==> src/logic/aleu_params.svh <==
// Flag positions and timing counts of the arithmetic and logic unit
`ifndef ALEU_PARAMS_SVH
`define ALEU_PARAMS_SVH

`define ALEU_FLAG_C       0
`define ALEU_FLAG_Z       1
`define ALEU_FLAG_N       2
`define ALEU_FLAG_V       3
`define ALEU_FLAG_S       4
`define ALEU_FLAG_H       5
`define ALEU_FLAG_W       6
`define ALEU_FLAGS_RESET  6'h00
`define ALEU_BYTE_CYCLES  2'h1
`define ALEU_WORD_CYCLES  2'h2

`endif

==> src/logic/aleu_pkg.sv <==
// Types shared by the arithmetic and logic unit
`default_nettype none
package aleu_pkg;

    typedef enum logic [3:0] {
        ALEU_ADD,
        ALEU_ADD_CARRY,
        ALEU_SUB,
        ALEU_SUB_WITH_CARRY,
        ALEU_SUB_CONSTANT,
        ALEU_SUB_CONST_WITH_CARRY,
        ALEU_WORD_ADD_IMMEDIATE,
        ALEU_WORD_SUB_IMMEDIATE,
        ALEU_AND,
        ALEU_AND_CONSTANT
    } aleu_op_e;

    typedef struct packed {
        aleu_op_e    op;
        logic [7:0]  dst_lo;
        logic [7:0]  dst_hi;
        logic [7:0]  src_reg;
        logic [7:0]  konst;
    } aleu_req_s;

    typedef struct packed {
        logic [7:0]  lo;
        logic [7:0]  hi;
        logic        wr_hi;
        logic [5:0]  flags;
    } aleu_res_s;

endpackage : aleu_pkg
`default_nettype wire

==> src/logic/aleu_byte_core.sv <==
// Combinational 8-bit adder/subtractor with status flag outputs
`default_nettype none
module aleu_byte_core (
    // Operands
    input  wire logic [7:0] a_in,
    input  wire logic [7:0] b_in,
    input  wire logic       cin_in,
    input  wire logic       sub_in,
    // Result
    output logic      [7:0] sum_out,
    output logic            c_out,
    output logic            h_out,
    output logic            v_out
);
    logic [7:0] b_eff;
    logic [8:0] full;
    logic [4:0] half;

    // Subtraction as a + ~b + ~borrow, carry reported as borrow
    always_comb begin
        b_eff   = sub_in ? ~b_in : b_in;
        full    = {1'b0, a_in} + {1'b0, b_eff} + {8'h00, cin_in ^ sub_in};
        half    = {1'b0, a_in[3:0]} + {1'b0, b_eff[3:0]}
                  + {4'h0, cin_in ^ sub_in};
        sum_out = full[7:0];
        c_out   = full[8] ^ sub_in;
        h_out   = half[4] ^ sub_in;
        v_out   = (a_in[7] == b_eff[7]) && (full[7] != a_in[7]);
    end
endmodule : aleu_byte_core
`default_nettype wire

==> src/logic/aleu_exec_unit.sv <==
// Arithmetic and logic execution unit of the 8-bit core
`include "aleu_params.svh"
`default_nettype none
// Function
// - Add registers, optional carry, flags, one clock
// - Subtract registers, optional carry, flags, one clock
// - Subtract constant from register, one clock
// - Subtract constant and carry, one clock
// - Word add immediate on pair, two clocks
// - Word subtract immediate on pair, two clocks
// - AND with register or constant, Z N V
module aleu_exec_unit (
    // Clock and reset
    input  wire logic                 clk_sys_in,
    input  wire logic                 rstn_in,
    // Request from decoder
    input  wire logic                 req_valid_in,
    input  wire aleu_pkg::aleu_req_s  req_in,
    output logic                      req_ready_out,
    // Result to register file
    output logic                      res_valid_out,
    output aleu_pkg::aleu_res_s       res_out,
    // Status flags
    output logic [5:0]                flags_out
);
    typedef enum logic [0:0] {ST_IDLE, ST_WORD_HI} aleu_state_e;

    aleu_state_e          state_reg;
    aleu_pkg::aleu_req_s  hold_reg;
    logic                 wcarry_reg;
    logic                 wzero_reg;
    logic [5:0]           flags_reg;
    logic [5:0]           flags_next;
    aleu_pkg::aleu_res_s  res_reg;
    aleu_pkg::aleu_res_s  res_next;
    logic                 res_valid_reg;

    logic [7:0] a_sel;
    logic [7:0] b_sel;
    logic       cin_sel;
    logic       sub_sel;
    logic [7:0] sum;
    logic       c_o;
    logic       h_o;
    logic       v_o;

    function automatic logic is_word(input aleu_pkg::aleu_op_e op);
        return op == aleu_pkg::ALEU_WORD_ADD_IMMEDIATE
            || op == aleu_pkg::ALEU_WORD_SUB_IMMEDIATE;
    endfunction : is_word

    function automatic logic is_sub(input aleu_pkg::aleu_op_e op);
        return op == aleu_pkg::ALEU_SUB
            || op == aleu_pkg::ALEU_SUB_WITH_CARRY
            || op == aleu_pkg::ALEU_SUB_CONSTANT
            || op == aleu_pkg::ALEU_SUB_CONST_WITH_CARRY
            || op == aleu_pkg::ALEU_WORD_SUB_IMMEDIATE;
    endfunction : is_sub

    assign req_ready_out = (state_reg == ST_IDLE);
    assign res_valid_out = res_valid_reg;
    assign res_out       = res_reg;
    assign flags_out     = flags_reg;

    // ------------------------------------------------------------
    // Operand selection
    // ------------------------------------------------------------
    always_comb begin
        a_sel   = req_in.dst_lo;
        b_sel   = req_in.src_reg;
        cin_sel = 1'b0;
        sub_sel = is_sub(req_in.op);
        if (state_reg == ST_WORD_HI) begin
            // Upper byte of the pair: propagate low-byte carry
            a_sel   = hold_reg.dst_hi;
            b_sel   = 8'h00;
            cin_sel = wcarry_reg;
            sub_sel = is_sub(hold_reg.op);
        end else begin
            unique case (req_in.op)
                aleu_pkg::ALEU_ADD_CARRY,
                aleu_pkg::ALEU_SUB_WITH_CARRY: begin
                    cin_sel = flags_reg[`ALEU_FLAG_C];
                end
                aleu_pkg::ALEU_SUB_CONSTANT,
                aleu_pkg::ALEU_WORD_ADD_IMMEDIATE,
                aleu_pkg::ALEU_WORD_SUB_IMMEDIATE: begin
                    b_sel = req_in.konst;
                end
                aleu_pkg::ALEU_SUB_CONST_WITH_CARRY: begin
                    b_sel   = req_in.konst;
                    cin_sel = flags_reg[`ALEU_FLAG_C];
                end
                default: begin
                end
            endcase
        end
    end

    aleu_byte_core u_core (
        .a_in    (a_sel),
        .b_in    (b_sel),
        .cin_in  (cin_sel),
        .sub_in  (sub_sel),
        .sum_out (sum),
        .c_out   (c_o),
        .h_out   (h_o),
        .v_out   (v_o)
    );

    // ------------------------------------------------------------
    // Result and flag computation
    // ------------------------------------------------------------
    always_comb begin
        flags_next = flags_reg;
        res_next   = res_reg;
        if (state_reg == ST_WORD_HI) begin
            res_next.hi    = sum;
            res_next.wr_hi = 1'b1;
            flags_next[`ALEU_FLAG_C] = c_o;
            flags_next[`ALEU_FLAG_Z] = wzero_reg && (sum == 8'h00);
            flags_next[`ALEU_FLAG_N] = sum[7];
            flags_next[`ALEU_FLAG_V] = v_o;
            flags_next[`ALEU_FLAG_S] = sum[7] ^ v_o;
        end else if (req_valid_in) begin
            res_next.lo    = sum;
            res_next.hi    = req_in.dst_hi;
            res_next.wr_hi = 1'b0;
            if (req_in.op == aleu_pkg::ALEU_AND
                || req_in.op == aleu_pkg::ALEU_AND_CONSTANT) begin
                res_next.lo = req_in.dst_lo
                    & (req_in.op == aleu_pkg::ALEU_AND ? req_in.src_reg
                                                       : req_in.konst);
                flags_next[`ALEU_FLAG_Z] = (res_next.lo == 8'h00);
                flags_next[`ALEU_FLAG_N] = res_next.lo[7];
                flags_next[`ALEU_FLAG_V] = 1'b0;
            end else if (!is_word(req_in.op)) begin
                flags_next[`ALEU_FLAG_C] = c_o;
                flags_next[`ALEU_FLAG_Z] = (sum == 8'h00);
                flags_next[`ALEU_FLAG_N] = sum[7];
                flags_next[`ALEU_FLAG_V] = v_o;
                flags_next[`ALEU_FLAG_H] = h_o;
            end
        end
        res_next.flags = flags_next;
    end

    // ------------------------------------------------------------
    // Sequencing
    // ------------------------------------------------------------
    always_ff @(posedge clk_sys_in or negedge rstn_in) begin
        if (!rstn_in) begin
            state_reg <= ST_IDLE;
        end else begin
            unique case (state_reg)
                ST_IDLE: begin
                    if (req_valid_in && is_word(req_in.op)) begin
                        state_reg <= ST_WORD_HI;
                    end
                end
                ST_WORD_HI: begin
                    state_reg <= ST_IDLE;
                end
            endcase
        end
    end

    always_ff @(posedge clk_sys_in or negedge rstn_in) begin
        if (!rstn_in) begin
            hold_reg   <= '0;
            wcarry_reg <= 1'b0;
            wzero_reg  <= 1'b0;
        end else if (state_reg == ST_IDLE && req_valid_in) begin
            hold_reg   <= req_in;
            // Carry into high byte: add carry, or borrow inverted later
            wcarry_reg <= c_o;
            wzero_reg  <= (sum == 8'h00);
        end
    end

    always_ff @(posedge clk_sys_in or negedge rstn_in) begin
        if (!rstn_in) begin
            flags_reg     <= `ALEU_FLAGS_RESET;
            res_reg       <= '0;
            res_valid_reg <= 1'b0;
        end else begin
            flags_reg     <= flags_next;
            res_reg       <= res_next;
            res_valid_reg <= (state_reg == ST_WORD_HI)
                || (req_valid_in && !is_word(req_in.op));
        end
    end

    // ------------------------------------------------------------
    // Checks
    // ------------------------------------------------------------
    a_byte_one_clock: assert property (@(posedge clk_sys_in)
        disable iff (!rstn_in)
        (req_ready_out && req_valid_in && !is_word(req_in.op))
        |=> res_valid_out && req_ready_out)
        else $error("byte op did not finish in one clock");

    a_word_two_clocks: assert property (@(posedge clk_sys_in)
        disable iff (!rstn_in)
        (req_ready_out && req_valid_in && is_word(req_in.op))
        |=> !res_valid_out && !req_ready_out
        ##1 res_valid_out && res_out.wr_hi)
        else $error("word op did not finish in two clocks");

    a_add_result: assert property (@(posedge clk_sys_in)
        disable iff (!rstn_in)
        (req_ready_out && req_valid_in && req_in.op == aleu_pkg::ALEU_ADD)
        |=> res_out.lo == 8'($past(req_in.dst_lo) + $past(req_in.src_reg)))
        else $error("add result wrong");

    a_sub_result: assert property (@(posedge clk_sys_in)
        disable iff (!rstn_in)
        (req_ready_out && req_valid_in
         && req_in.op == aleu_pkg::ALEU_SUB_CONSTANT)
        |=> res_out.lo == 8'($past(req_in.dst_lo) - $past(req_in.konst))
            && flags_out[`ALEU_FLAG_C]
               == ($past(req_in.konst) > $past(req_in.dst_lo)))
        else $error("subtract constant result or borrow wrong");

    a_and_flags: assert property (@(posedge clk_sys_in)
        disable iff (!rstn_in)
        (req_ready_out && req_valid_in
         && req_in.op == aleu_pkg::ALEU_AND_CONSTANT)
        |=> !flags_out[`ALEU_FLAG_V]
            && $stable(flags_out[`ALEU_FLAG_C])
            && $stable(flags_out[`ALEU_FLAG_H]))
        else $error("logic op flags wrong");

    a_word_keep_h: assert property (@(posedge clk_sys_in)
        disable iff (!rstn_in)
        (req_ready_out && req_valid_in && is_word(req_in.op))
        |=> $stable(flags_out[`ALEU_FLAG_H])
        ##1 $stable(flags_out[`ALEU_FLAG_H]))
        else $error("word op disturbed half carry");

    a_word_sub_value: assert property (@(posedge clk_sys_in)
        disable iff (!rstn_in)
        (req_ready_out && req_valid_in
         && req_in.op == aleu_pkg::ALEU_WORD_SUB_IMMEDIATE)
        |=> ##1 {res_out.hi, res_out.lo}
            == 16'({$past(req_in.dst_hi, 2), $past(req_in.dst_lo, 2)}
                   - {8'h00, $past(req_in.konst, 2)}))
        else $error("word subtract result wrong");

    a_sbc_carry_in: assert property (@(posedge clk_sys_in)
        disable iff (!rstn_in)
        (req_ready_out && req_valid_in
         && req_in.op == aleu_pkg::ALEU_SUB_WITH_CARRY)
        |=> res_out.lo == 8'($past(req_in.dst_lo) - $past(req_in.src_reg)
            - {7'h00, $past(flags_out[`ALEU_FLAG_C])}))
        else $error("subtract with carry result wrong");

    a_sub_const_with_carry_op_value: assert property (@(posedge clk_sys_in)
        disable iff (!rstn_in)
        (req_ready_out && req_valid_in
         && req_in.op == aleu_pkg::ALEU_SUB_CONST_WITH_CARRY)
        |=> res_out.lo == 8'($past(req_in.dst_lo) - $past(req_in.konst)
            - {7'h00, $past(flags_out[`ALEU_FLAG_C])}))
        else $error("subtract constant with carry wrong");

endmodule : aleu_exec_unit
`default_nettype wire

==> config.mk <==
export PLATFORM = sky130hd
export DESIGN_NAME = aleu_exec_unit
export DESIGN_NICKNAME = d
export VERILOG_FILES = /design/src/logic/aleu_pkg.sv /design/src/logic/aleu_byte_core.sv /design/src/logic/aleu_exec_unit.sv
export VERILOG_INCLUDE_DIRS = /design/src /design/src/logic
export SDC_FILE = /design/constraint.sdc
export NUM_CORES = 1
export LEC_CHECK = 0
export BUFFER_PORTS_ARGS = -buffer_cell sky130_fd_sc_hd__buf_2
export CAP_MARGIN = 20
export CELL_PAD_IN_SITES_DETAIL_PLACEMENT = 1
export CELL_PAD_IN_SITES_GLOBAL_PLACEMENT = 2
export CORE_AREA = 3 3 106 83
export CTS_CLUSTER_SIZE = 12
export DETAILED_ROUTE_END_ITERATION = 7
export DIE_AREA = 0 0 109 86
export PLACE_DENSITY = 0.91
export SYNTH_ARGS = -nofsm -noshare
export SYNTH_HDL_FRONTEND = slang
export SYNTH_SLANG_ARGS = --single-unit
export TNS_END_PERCENT = 20
==> constraint.sdc <==
create_clock -name clk_sys_in -period 8.1 [get_ports clk_sys_in]
set_input_delay 0.405 -clock clk_sys_in [delete_from_list [all_inputs] [get_ports clk_sys_in]]
set_output_delay 0.405 -clock clk_sys_in [all_outputs]
set_load 0.02 [all_outputs]
==> impl_metrics.yaml, run 1 <==
synth:
  synthTopCellsByArea: "dfrtp_1, mux2_2, mux2i_1, nand2_1, o21ai_0"
  synth-edff-count: 0
  synth_cell_types: 42
  synth-async-reset-ratio: 1.00
  synthCells: 276
  yosysTopAreaCell: "dfrtp_1"
  avgSynthCellArea_sq_um: 9.49
  post-synth-top-count-cell: "dfrtp_1"
  synth_area_sq_mm: 0.00262
  yosysWarnings: 0
  ys_ff_latch: 39
  yosysTopAreaCellShare: 0.373
  netlist_top_cells_count: "dfrtp_1, nand2_1, mux2_2, mux2i_1, o21ai_0"
  synth-seq-area-share: 0.373
  syn_nets: 325
  synth-main-ff-cell: "dfrtp_1"
run:
  drv_cap: 0
grt:
  grt_usage: 0.176
  antenna_found_initial: 0
  grt_max_degree: 40
  grt-ovfl-total: 0
  grt_pass1_vias: 2389
  grt_pass1_wl_mm: 12.7
finish:
  final_core_util: 0.400
  layout.nets: 384
  fillers: 949
  layout-drive-gt1-share: 0.318
  largest_reg_flops: 23
  num_antenna_cells: 0
  areaGrowthSynthToFinish_pct: 19.2
run_status:
  status: "complete, no violations"
place:
  hpwl_mm: 6.13
  io_buffers: 69
  routabilityCongestion: 0.848
worst_setup_path:
  arrival_ns: 4.55
  slowest_stage: "dfrtp_1"
  crit_buf_inv: 2
  cp_cell_sequence: "buf_4 > inv_1 > o32a_1 > xor2_1 > fa_1 > nand3b_1 > a31oi_1 > mux2i_1 > o311ai_0 > o21ba_2 > o21ai_0"
  crit_fanout: 22
  critPathMaxStageDelay_ns: 0.82
  crit_path_end_kind: "flop"
  worstSetupPathType: "flop to flop"
  crit_required_ns: 8.33
  crit_family: "compound AO/OA/AOI/OAI gates"
  start_kind: "flop"
cts:
  root_buffer: "clkbuf_8"
  cts_made_buffers: 5
  postCtsSetupBuffers: 0
  post_cts_resized: 0
  cts_max_path_buffers: 2
  cts_tree: "built"
  insertion_delay_ns: 0.30
  path_clk_slew_ns: 0.09
  cts.hold.buffers_added: 0
  ctsHtreeMaxLevel: 2
  clock-sinks: 39
die:
  rows: 28
  coreArea_sq_mm: 0.00781
  start_util: 0.335
  die_w_um: 109
  die_area_sq_mm: 0.00937
  ios: 70
  die_y_um: 86
sta:
  slew_headroom: 0.356
  clock.fmax_mhz: 232
  finalCritPeriodShare: 0.533
  maxSlewViolCount: 0
  finalCriticalPeriod_ns: 4.32
  tns_ns: 0
  finalSetupViolCount: 0
  rsz0062_at_grt: "false"
  finClkSkew_ns: 0.00532
  hold_violations: 0
  tightest_slew_ns: 0.954
route:
  drt-initial-drc-count: 127
  routedWlPerCell_um: 18.0
  dr_total_vias: 2319
  ant_nets: 0
  first_pass_iters: 4
  via_per_inst: 5.26
  drc_errors: 0
  drt-total-wl_mm: 7.92
pwr:
  p_leak_uw: 0.00142
  power.density_mw_per_mm2: 231
  irDropWorstVdd_mv: 0.0890
worst_hold_path:
  hold_class: "input pin to async pin"
==> per-stage QoR <==
| step | instances | instance area [sq um] | setup WS [ns] | hold WS (ns) | total power [uW] |
|---|---|---|---|---|---|
| 3_5_place_dp | 433 | 3010 | 3.84 | 0.469 | 553 |
| 4_1_cts | 441 | 3120 | 3.79 | 0.259 | 724 |
| 6_report | 441 | 3120 | 3.78 | 0.226 | 720 |
| 5_1_grt | 441 | 3120 | 3.40 | 0.311 | 770 |
| 2_1_floorplan | 276 | 2620 | 4.98 | 0.109 | 460 |
| 3_3_place_gp | 433 | 3010 | 4.07 | 0.458 | 544 |
==> cell families after synthesis <==
group | after synthesis | synth area share
simple gates | 80 | 0.149
compound gates | 60 | 0.141
mux | 44 | 0.179
flops | 39 | 0.373
buf+inv | 27 | 0.0516
xor+xnor | 16 | 0.0535
fa+ha+maj | 10 | 0.0535
==> layer usage <==
layer | track usage | up-vias | share of wire
met1 | 0.249 | 1137 | 0.48
met3 | 0.0316 | 15 | 0.049
met2 | 0.284 | 80 | 0.46
met4 | 0.0321 | 0 | 0.012
met5 | 0 | - | 0
li1 | - | 1087 | -
==> area by class of cell <==
cell class	instances	area [sq um]	area share
Sequential cell	39	976	0.313
Tap cell	105	131	0.0421
Multi-Input combinational cell	210	1510	0.483
Clock buffer	5	68.8	0.0220
Inverter	7	26.3	0.00842
Timing Repair Buffer	72	368	0.118
Clock inverter	3	43.8	0.0140
==> cells in the final DEF (no fill, tap or decap), drive strengths merged, types with 4 or more instances in the layout <==
cell type	synthesis	layout
nand2	33	33
a21oi	15	15
nor2	20	20
ha	8	8
mux2i	21	21
buf	11	72
mux2	23	23
inv	7	7
a31oi	4	4
o21ai	21	21
a211oi	6	6
clkbuf	9	5
xor2	5	5
xnor2	11	11
dfrtp	39	39
nor2b	7	7
==> path summary, 6_finish.rpt <==
| path | endpoint | from | cells after the start | slack [ns] |
|---|---|---|---|---|
| worst max-delay path | res_out[22] | state_reg | 11 | 3.78 |
| worst min-delay path | hold_reg[34] | rstn_in | 1 | 0.23 |
| worst max register to register | res_out[22] | state_reg | 11 | 3.78 |
| worst min register to register | res_out[17] | res_out[17] | 2 | 0.48 |
| max in group asynchronous | hold_reg[18] | rstn_in | 1 | 7.31 |
| min in group clk_sys_in | hold_reg[19] | req_in[19] | 2 | 0.36 |
==> where the power goes <==
group	leakage (uW)	switching [uW]	internal, uW
Clock	0.0000581	77.9	91.9
Sequential	0.000472	24.9	232
Combinational	0.000886	182	111
Total	0.00142	284	435
Note: power is estimated with default switching activity, not from simulation.
==> run 2, diff against run 1 <==
CORE_AREA = 3 3 109 85   (was 3 3 106 83)
DIE_AREA = 0 0 112 88   (was 0 0 109 86)
PLACE_DENSITY = 0.87   (was 0.91)
clock period = 4.3 ns   (was 8.1 ns; I/O delays follow)
==> impl_metrics.yaml, run 2 (synthesis results as in run 1) <==
run_status:
  status: "complete, no violations"
worst_setup_path:
  start_kind: "flop"
  crit_required_ns: 4.50
  crit_fanout: 11
  crit_family: "simple AND/OR/NAND/NOR gates"
  arrival_ns: 3.72
  crit_path_end_kind: "flop"
  slowest_stage: "fa_1"
  crit_top_cell: "fa_1"
  critPathMaxStageDelay_ns: 0.45
  r2r_setup_slack_ns: 0.78
  worstSetupPathType: "flop to flop"
  crit_buf_inv: 1
  cp_cell_sequence: "nor2_1 > o21ai_0 > o32a_1 > xor2_1 > fa_1 > inv_1 > fa_1 > nand3_1 > and2_1 > xnor2_1 > nor3_1 > nand4_1 > o31ai_2"
finish:
  fillers: 1016
  final_common_cell: "buf_2"
  largest_reg_flops: 23
  layout-drive-gt1-share: 0.320
  areaGrowthSynthToFinish_pct: 19.3
  layout.nets: 386
  num_antenna_cells: 0
  layout_common_cells: "buf_2, dfrtp_1, nand2_1, mux2_2"
  final_core_util: 0.376
pwr:
  irDropWorstVdd_mv: 0.188
  power.density_mw_per_mm2: 418
  p_leak_uw: 0.00142
place:
  io_buffers: 69
  routabilityCongestion: 0.910
  hpwl_mm: 6.27
sta:
  rsz0062_at_grt: "false"
  slew_headroom: 0.357
  finalCriticalPeriod_ns: 3.52
  timing.hold.ws_ns: 0.0387
  clock.fmax_mhz: 284
  finClkSkew_ns: 0.00966
  finalSetupViolCount: 0
  finalCritPeriodShare: 0.819
  hold_violations: 0
  tns_ns: 0
  tightest_slew_ns: 0.952
  maxSlewViolCount: 0
cts:
  post_cts_resized: 0
  root_buffer: "clkbuf_8"
  clock-sinks: 39
  cts_made_buffers: 5
  postCtsSetupBuffers: 0
  insertion_delay_ns: 0.29
  cts_max_path_buffers: 2
  cts_tree: "built"
  path_clk_slew_ns: 0.09
  ctsHtreeMaxLevel: 2
  cts.hold.buffers_added: 0
route:
  dr_total_vias: 2281
  drt-initial-drc-count: 101
  routedWlPerCell_um: 17.7
  ant_nets: 0
  drt-total-wl_mm: 7.91
  drc_errors: 0
  via_per_inst: 5.11
  first_pass_iters: 4
grt:
  grt_pass1_vias: 2434
  grt_max_degree: 40
  met3_usage: 0.0325
  grt-ovfl-total: 0
  antenna_found_initial: 0
  grt_usage: 0.168
  grt.busiest_layer: "met2"
  grt_pass1_wl_mm: 13.1
  met2_usage: 0.284
  met1_usage: 0.231
die:
  ios: 70
  coreArea_sq_mm: 0.00831
  die_w_um: 112
  die_y_um: 88
  rows: 29
  die_area_sq_mm: 0.00986
  start_util: 0.315
worst_hold_path:
  hold_class: "input pin to async pin"
run:
  drv_cap: 0
## run 2: report_power, final
part	leakage (uW)	switching, uW	internal [uW]
registers	0.000472	44.7	438
logic	0.000897	343	211
clock network	0.0000484	138	132
total	0.00142	525	781
## run 2: layer usage
metal	routed length (um)	part of all wire	vias to the layer above
li1	-	-	1095
met1	3780	0.48	1122
met2	3720	0.47	60
met3	381	0.048	4
met4	27	0.0034	0
met5	0	0	-
## run 2: final cells by class
type	instances	area, sq um	area share
Multi-Input combinational cell	210	1510	0.483
Clock buffer	7	86.3	0.0276
Clock inverter	1	8.76	0.00280
Inverter	7	26.3	0.00841
Tap cell	108	135	0.0433
Timing Repair Buffer	74	383	0.123
Sequential cell	39	976	0.312
## run 2: final timing paths
kind,start,to,depth (start not counted)
hold / removal,rstn_in,res_out[0],1
hold reg to reg,res_out[15],res_out[15],1
setup reg to reg,state_reg,res_out[1],13
max in group asynchronous,rstn_in,res_out[18],1
min in group clk_sys_in,req_in[17],hold_reg[17],2
setup / recovery,state_reg,res_out[1],13
## run 2: worst reg2reg max path: stages (launching register included)
cell and delay [ns]:
dfrtp_1 0.43, nor2_1 0.19, o21ai_0 0.12, o32a_1 0.44, xor2_1 0.28, fa_1 0.45
inv_1 0.08, fa_1 0.20, nand3_1 0.11, and2_1 0.19, xnor2_1 0.17, nor3_1 0.29
nand4_1 0.17, o31ai_2 0.30
## run 2: per-stage QoR
step | area (sq um) | power, uW | std cells | worst slack [ns]
5_1_grt | 3120 | 1400 | 446 | 0.408
3_3_place_gp | 3030 | 1030 | 438 | 0.874
4_1_cts | 3120 | 1320 | 446 | 0.722
2_1_floorplan | 2620 | 866 | 276 | 1.18
3_5_place_dp | 3030 | 1050 | 438 | 0.776
6_report | 3120 | 1310 | 446 | 0.777
